<file path="src/video_sync_gpio_direction_map.svh">
`ifndef VIDEO_SYNC_GPIO_DIRECTION_MAP_SVH
`define VIDEO_SYNC_GPIO_DIRECTION_MAP_SVH

// Register offsets (byte addresses)
`define VIDEO_BUS_DIR_OFFSET 12'h06C
`define SYNC_PIN_DIR_OFFSET 12'h070
`define VIDEO_BUS_OUT_OFFSET 12'h100
`define SYNC_PIN_OUT_OFFSET 12'h104
`define VIDEO_BUS_IN_OFFSET 12'h108
`define SYNC_PIN_IN_OFFSET 12'h10C

// Field positions in the video bus registers
`define VIDEO_OUT_MSB 31
`define VIDEO_OUT_LSB 8
`define VIDEO_IN_MSB 7
`define VIDEO_IN_LSB 0

// Field positions in the sync registers
`define SYNC_MSB 5
`define SYNC_LSB 0
`define DISP_OUT_VSYNC_BIT 5
`define DISP_OUT_HSYNC_BIT 4
`define ANALOG_VSYNC_BIT 3
`define ANALOG_HSYNC_BIT 2
`define CAPTURE_VSYNC_BIT 1
`define CAPTURE_HSYNC_BIT 0

// Reset values
`define VIDEO_OUT_RESET 24'h000000
`define VIDEO_IN_RESET 8'h00
`define SYNC_RESET 6'h00
`define READ_IDLE 32'h00000000

`endif

</file>
<file path="src/video_sync_gpio_pkg.sv">
package video_sync_gpio_pkg;

   typedef logic [31:0] word_t;

   // One bit per borrowed pin, grouped as on the package
   typedef struct packed {
      logic [23:0] video_out_bus;
      logic [7:0] video_in_bus;
      logic [5:0] sync;
   } pin_group_s;

endpackage

</file>
<file path="src/pin_synchronizer.sv">
`timescale 1ns/1ps

module pin_synchronizer #(
   parameter int WIDTH = 38
) (
   input wire logic clock,
   input wire logic rst,
   input wire logic [WIDTH-1:0] async_in,
   output logic [WIDTH-1:0] sync_out
);

   logic [WIDTH-1:0] stage_one;

   // First stage feeds only the second stage
   always_ff @(posedge clock or posedge rst) begin
      if (rst) begin
         stage_one <= '0;
         sync_out <= '0;
      end else begin
         stage_one <= async_in;
         sync_out <= stage_one;
      end
   end

endmodule

</file>
<file path="src/video_sync_gpio_direction.sv">
// The implementer's own choice: the address-and-strobe port.
`timescale 1ns/1ps
`include "video_sync_gpio_direction_map.svh"

//////////////////////////////////////////////////////////////////////////////////////////////////
// Contract
// - Bits 31:8 of the video bus direction register hold a read/write direction bit per video output bus pin, reset to zero.
// - A video output bus pin in GPIO use with direction zero is an input and is not driven.
// - A video output bus pin in GPIO use with direction one is driven as a general purpose output.
// - A video output bus direction bit has no effect while its pin is not in GPIO use, but still stores its value.
// - Bits 7:0 hold a read/write direction bit per video input bus pin, reset to zero, zero input and one output.
// - A video input bus direction bit is ignored while its pin is not in GPIO use.
// - Sync register bit 5 sets the display output vertical sync pin direction, reset to zero.
// - Sync register bit 4 sets the display output horizontal sync pin direction, reset to zero.
// - Sync register bit 3 sets the analog display vertical sync pin direction, reset to zero.
// - Sync register bit 2 sets the analog display horizontal sync pin direction.
// - Sync register bit 1 sets the capture vertical sync pin direction, reset to zero.
// - Sync register bit 0 sets the capture horizontal sync pin direction, reset to zero.
// - Each sync direction bit is disregarded while its pin is not in GPIO use, leaving the normal function.
module video_sync_gpio_direction
   import video_sync_gpio_pkg::*;
#(
   parameter int ADDR_WIDTH = 12
) (
   input wire logic clock,
   input wire logic rst,
   input wire logic [ADDR_WIDTH-1:0] addr,
   input wire word_t wr_data,
   input wire logic wr_en,
   input wire logic rd_en,
   output word_t rd_data,
   input wire pin_group_s gpio_select,
   input wire pin_group_s func_out,
   input wire pin_group_s func_oe,
   input wire pin_group_s pin_in,
   output pin_group_s pin_out,
   output pin_group_s pin_oe
);

   //////////////////////////////////////////////////////////////////////////////////////////////
   // Address decode

   function automatic logic reg_hit(input logic [ADDR_WIDTH-1:0] a, input logic [11:0] offset);
      reg_hit = (a == ADDR_WIDTH'(offset));
   endfunction

   wire hit_vbus_dir = reg_hit(addr, `VIDEO_BUS_DIR_OFFSET);
   wire hit_sync_dir = reg_hit(addr, `SYNC_PIN_DIR_OFFSET);
   wire hit_vbus_out = reg_hit(addr, `VIDEO_BUS_OUT_OFFSET);
   wire hit_sync_out = reg_hit(addr, `SYNC_PIN_OUT_OFFSET);
   wire hit_vbus_in = reg_hit(addr, `VIDEO_BUS_IN_OFFSET);
   wire hit_sync_in = reg_hit(addr, `SYNC_PIN_IN_OFFSET);

   //////////////////////////////////////////////////////////////////////////////////////////////
   // Software registers

   logic [23:0] video_out_dir;
   logic [7:0] video_in_dir;
   logic [5:0] sync_dir;
   logic [23:0] video_out_data;
   logic [7:0] video_in_data;
   logic [5:0] sync_data;

   // Stored regardless of function select
   always_ff @(posedge clock or posedge rst) begin
      if (rst) begin
         video_out_dir <= `VIDEO_OUT_RESET;
         video_in_dir <= `VIDEO_IN_RESET;
      end else if (wr_en && hit_vbus_dir) begin
         video_out_dir <= wr_data[`VIDEO_OUT_MSB:`VIDEO_OUT_LSB];
         video_in_dir <= wr_data[`VIDEO_IN_MSB:`VIDEO_IN_LSB];
      end
   end

   // Upper bits are not stored at all
   always_ff @(posedge clock or posedge rst) begin
      if (rst) begin
         sync_dir <= `SYNC_RESET;
      end else if (wr_en && hit_sync_dir) begin
         sync_dir <= wr_data[`SYNC_MSB:`SYNC_LSB];
      end
   end

   always_ff @(posedge clock or posedge rst) begin
      if (rst) begin
         video_out_data <= `VIDEO_OUT_RESET;
         video_in_data <= `VIDEO_IN_RESET;
      end else if (wr_en && hit_vbus_out) begin
         video_out_data <= wr_data[`VIDEO_OUT_MSB:`VIDEO_OUT_LSB];
         video_in_data <= wr_data[`VIDEO_IN_MSB:`VIDEO_IN_LSB];
      end
   end

   always_ff @(posedge clock or posedge rst) begin
      if (rst) begin
         sync_data <= `SYNC_RESET;
      end else if (wr_en && hit_sync_out) begin
         sync_data <= wr_data[`SYNC_MSB:`SYNC_LSB];
      end
   end

   //////////////////////////////////////////////////////////////////////////////////////////////
   // Per-pin direction

   wire disp_out_vsync_dir = sync_dir[`DISP_OUT_VSYNC_BIT];
   wire disp_out_hsync_dir = sync_dir[`DISP_OUT_HSYNC_BIT];
   wire analog_vsync_dir = sync_dir[`ANALOG_VSYNC_BIT];
   wire analog_hsync_dir = sync_dir[`ANALOG_HSYNC_BIT];
   wire capture_vsync_dir = sync_dir[`CAPTURE_VSYNC_BIT];
   wire capture_hsync_dir = sync_dir[`CAPTURE_HSYNC_BIT];

   wire [5:0] sync_dir_pins = {disp_out_vsync_dir, disp_out_hsync_dir, analog_vsync_dir,
                               analog_hsync_dir, capture_vsync_dir, capture_hsync_dir};

   pin_group_s gpio_dir;
   pin_group_s gpio_data;
   assign gpio_dir = '{video_out_bus: video_out_dir, video_in_bus: video_in_dir,
                       sync: sync_dir_pins};
   assign gpio_data = '{video_out_bus: video_out_data, video_in_bus: video_in_data,
                        sync: sync_data};

   //////////////////////////////////////////////////////////////////////////////////////////////
   // Pin muxing

   // Unselected pins stay with their normal function; direction bits are ignored there
   pin_group_s next_pin_oe;
   pin_group_s next_pin_out;
   assign next_pin_oe.video_out_bus = (gpio_select.video_out_bus & gpio_dir.video_out_bus)
      | (~gpio_select.video_out_bus & func_oe.video_out_bus);
   assign next_pin_oe.video_in_bus = (gpio_select.video_in_bus & gpio_dir.video_in_bus)
      | (~gpio_select.video_in_bus & func_oe.video_in_bus);
   assign next_pin_oe.sync = (gpio_select.sync & gpio_dir.sync)
      | (~gpio_select.sync & func_oe.sync);
   assign next_pin_out = (gpio_select & gpio_data) | (~gpio_select & func_out);

   always_ff @(posedge clock or posedge rst) begin
      if (rst) begin
         pin_oe <= '0;
         pin_out <= '0;
      end else begin
         pin_oe <= next_pin_oe;
         pin_out <= next_pin_out;
      end
   end

   //////////////////////////////////////////////////////////////////////////////////////////////
   // Pin levels and read-back

   pin_group_s pin_level;

   // Pins change with no regard to this clock
   pin_synchronizer #(
      .WIDTH($bits(pin_group_s))
   ) u_pin_sync (
      .clock(clock),
      .rst(rst),
      .async_in(pin_in),
      .sync_out(pin_level)
   );

   word_t vbus_dir_word;
   word_t sync_dir_word;
   word_t vbus_out_word;
   word_t sync_out_word;
   word_t vbus_in_word;
   word_t sync_in_word;
   assign vbus_dir_word = {video_out_dir, video_in_dir};
   assign sync_dir_word = {26'h0000000, sync_dir};
   assign vbus_out_word = {video_out_data, video_in_data};
   assign sync_out_word = {26'h0000000, sync_data};
   assign vbus_in_word = {pin_level.video_out_bus, pin_level.video_in_bus};
   assign sync_in_word = {26'h0000000, pin_level.sync};

   // Unmapped addresses read zero
   word_t next_rd_data;
   assign next_rd_data = !rd_en ? `READ_IDLE :
                         hit_vbus_dir ? vbus_dir_word :
                         hit_sync_dir ? sync_dir_word :
                         hit_vbus_out ? vbus_out_word :
                         hit_sync_out ? sync_out_word :
                         hit_vbus_in ? vbus_in_word :
                         hit_sync_in ? sync_in_word : `READ_IDLE;

   always_ff @(posedge clock or posedge rst) begin
      if (rst) begin
         rd_data <= `READ_IDLE;
      end else begin
         rd_data <= next_rd_data;
      end
   end

endmodule

</file>
<file path="config.mk">
export PLATFORM = sky130hd
export DESIGN_NAME = video_sync_gpio_direction
export DESIGN_NICKNAME = d
export VERILOG_FILES = /design/src/video_sync_gpio_pkg.sv /design/src/pin_synchronizer.sv /design/src/video_sync_gpio_direction.sv
export VERILOG_INCLUDE_DIRS = /design/src
export SDC_FILE = /design/constraint.sdc
export NUM_CORES = 1
export LEC_CHECK = 0
export ABC_AREA = 1
export BUFFER_PORTS_ARGS = -buffer_cell sky130_fd_sc_hd__clkbuf_2
export CORE_ASPECT_RATIO = 1.75
export CORE_MARGIN = 2
export CORE_UTILIZATION = 28
export CTS_CLUSTER_SIZE = 20
export DETAILED_ROUTE_END_ITERATION = 10
export PLACE_DENSITY = 0.56
export SETUP_SLACK_MARGIN = 0.4
export SKIP_LAST_GASP = 1
export SLEW_MARGIN = 30
export SYNTH_ARGS = -nofsm -noshare
export SYNTH_HDL_FRONTEND = slang
export SYNTH_HIERARCHICAL = 1
export SYNTH_SLANG_ARGS = --single-unit
</file>
<file path="constraint.sdc">
create_clock -name clock -period 8.6 [get_ports clock]
set_input_delay 1.29 -clock clock [delete_from_list [all_inputs] [get_ports clock]]
set_output_delay 1.29 -clock clock [all_outputs]
set_load 0.05 [all_outputs]
</file>
==> results.cfg <==
[logic_synthesis]
yosysSeqAreaShare_pct = 68.27
syn_area_per_cell_um2 = 10.94
yosysWarningCount = 6
ys_top_cells_by_area = dfrtp_1, nand2_1, mux2_2, inv_1, o21ai_1
synth_cell_types = 25
yosys.area.top_type = dfrtp_1
netlist_instances = 871
ys_dominant_reg_cell = dfrtp_1
ys_top_cells_by_count = dfrtp_1, nand2_1, inv_1
yosysMostFrequentCell = dfrtp_1
netlist_area_mm2 = 0.009530
synth_edf_count = 0
synth_top_area_share_pct = 68.27
syn_nets = 1071
synthArstFlopShare_pct = 100.0
ys_ff_latch = 260

[global_route]
track_usage_pct = 14.97
grt-ovfl-total = 0
antenna_found_initial = 1
grt_pass1_wl_mm = 40.35
grt_pass1_vias = 7240
grt_max_degree = 111

[sta]
setup_violations = 0
drv_slew = 0
worstMarginPinSlew_ns = 0.9834
finalHoldViolCount = 0
min_period_ns = 3.757
tns_ns = 0
finalClockSkew_ns = 0.01424
slew_headroom_pct = 34.28
finalCritPeriodShare_pct = 43.69
rsz0062_at_grt = no
layout_setup_ws_ns = 4.843
max_freq_mhz = 266.1

[power_and_ir_drop]
total_power_mw = 2.581
ir_drop_mv = 0.1367
power_density_mw_per_mm2 = 209.1
leakage_nw = 6.441

[routing]
ant_nets = 0
first_pass_iters = 5
wire_per_inst_um = 16.37
via_count = 7172
avgViaCountPerCell = 4.347
drt_iter0_markers = 300
drt_wl_total_mm = 27.02
drcViolationCount = 0

[clocking]
cts_buffers = 24
htree_num_levels = 1
insertion_delay_ns = 0.53
holdBufCountCts = 0
postCtsSetupRepairBufs = 0
cts_tree = done
clockBufferDepth = 3
clock-sinks = 260
root_buffer = clkbuf_16
clk_pin_slew_ns = 0.07
postCtsResizedCells = 0

[finish]
final_core_util_pct = 36.70
layout.nets = 1380
drive_gt1_share_pct = 33.50
finalNonFillerCells = 1650
fill_cells = 3462
area_growth_syn_to_layout_pct = 29.51

[critical_path]
crit_type = input pin to register
r2r_setup_slack_ns = 7.51
cp-start-kind = input pin
cp_max_fo = 52
cpMostUsedCell = nand2_2
critPathMaxStageDelay_ns = 0.77
r2r.worst_path.cells = 7
cp-end-kind = register
cp.arrival_ns = 4.15
path_cells = clkbuf_2, nor2_2, nand2_2, inv_2, nand2_2, nor2_4, nand2_2, buf_4, nand2_1, o21ai_1
reg2reg_from = u_pin_sync/sync_out[4]
crit_required_ns = 8.99
critPathSlowestCell = nor2_4
r2r-end = rd_data[4]

[floorplanning]
ioPinCount = 308
dieArea_mm2 = 0.03559
die_y_um = 248.1
row_count = 89
fp.dieW_um = 143.5
start_util_pct = 28.34
coreArea_mm2 = 0.03363

[min_path]
min_from = u_pin_sync/stage_one[8]
hold_class = register to register
hold_depth = 0
min_to = u_pin_sync/sync_out[8]

[placement]
place_hpwl_mm = 19.42
post-place-cells = 1609
io_buffers = 307
post-place-ws_ns = 4.213
gp_congestion = 0.8435

[run_status]
status = completed

[run]
cap_violations = 0
## metrics by stage
stage / hold WS [ns] / cell area [um2]
finish: 0.3397 / 12340
global route: 0.3549 / 12340
CTS: 0.3399 / 12330
detailed placement: 0.3347 / 11550
global placement: 0.3314 / 11550
floorplan: 0.3312 / 9530
## report_power, final
group	switching, mW	internal [mW]
Sequential	0.0121	1.26
Combinational	0.154	0.0665
Clock	0.450	0.636
Total	0.616	1.96
## metal layers
metal	track usage [%]	vias up	routed length, um
li1	-	3435	-
met1	17.04	3467	10060
met2	27.63	222	14580
met3	2.441	48	1467
met4	5.940	0	908
met5	0	-	0
## critical path: cells and delay by family
family                 cells  cell delay (ns)
and+or+nand+nor            6             2.00
buffers and inverters      3             0.75
AOI/OAI and AO/OA          1             0.07
## logic make-up (layout without fill, tap and decap cells)
group                  count (synthesis)  after routing  share of synthesized area (%)
AOI/OAI and AO/OA                    158            158                          9.387
and+or+nand+nor                      273            273                          11.89
DFF                                  260            260                          68.27
other                                  0              1                              0
buffers and inverters                141            464                          5.842
muxes                                 39             39                          4.608
## flip-flops by register name, indices dropped and copies added (netlist names)
signal and count:
pin_out 38, pin_oe 38, video_out_data 24, video_in_dir 8
sync_data 6, u_pin_sync/sync_out 38, video_in_data 8, u_pin_sync/stage_one 38
sync_dir 6, rd_data 32, video_out_dir 24
## cell usage in the layout (no fill, tap or decap)
master       n
clkinv_2     4
o21ai_0     10
inv_6        1
clkbuf_2   307
nor3_4       1
nand4_1      4
nor2_1      52
diode_2      1
nand2_1    180
o221ai_1    25
a21boi_0     1
a21oi_1     43
clkbuf_8     2
nor4_4       1
o211ai_1     3
clkbuf_16   25
inv_8        1
nand3_2      1
mux2_2      39
o21ai_1     76
bufinv_16    3
nand3_1     25
buf_6        1
nor3_1       1
nor2_2       1
dfrtp_1    260
clkbuf_1     6
inv_2        3
inv_1      108
nand2_2      4
buf_4        3
nor2_4       3
## layout make-up
class	instances	area (um2)	share of cell area (%)
flip-flops and latches	260	6506	52.71
clock inverters	7	110.1	0.8920
well taps	455	569.3	4.612
diodes	1	2.502	0.02027
inverters	113	436.7	3.538
clock buffers	33	675.6	5.474
multi-input cells	470	2472	20.03
repair buffers	311	1570	12.72
## how the worst max path moves through the flow
| stage | start | endpoint | slack [ns] | cells past startpoint |
|---|---|---|---|---|
| floorplan | rst | pin_oe[0] | 2.31 | 1 |
| detailed placement | addr[1] | video_out_data[2] | 4.21 | 10 |
| global route | addr[1] | video_out_data[12] | 4.56 | 10 |
| finish | addr[1] | video_out_data[18] | 4.84 | 10 |
| CTS | addr[1] | video_out_data[2] | 4.78 | 10 |
| global placement | addr[1] | video_out_data[20] | 4.25 | 10 |
No activity file was read; power rests on OpenSTA's default activity.
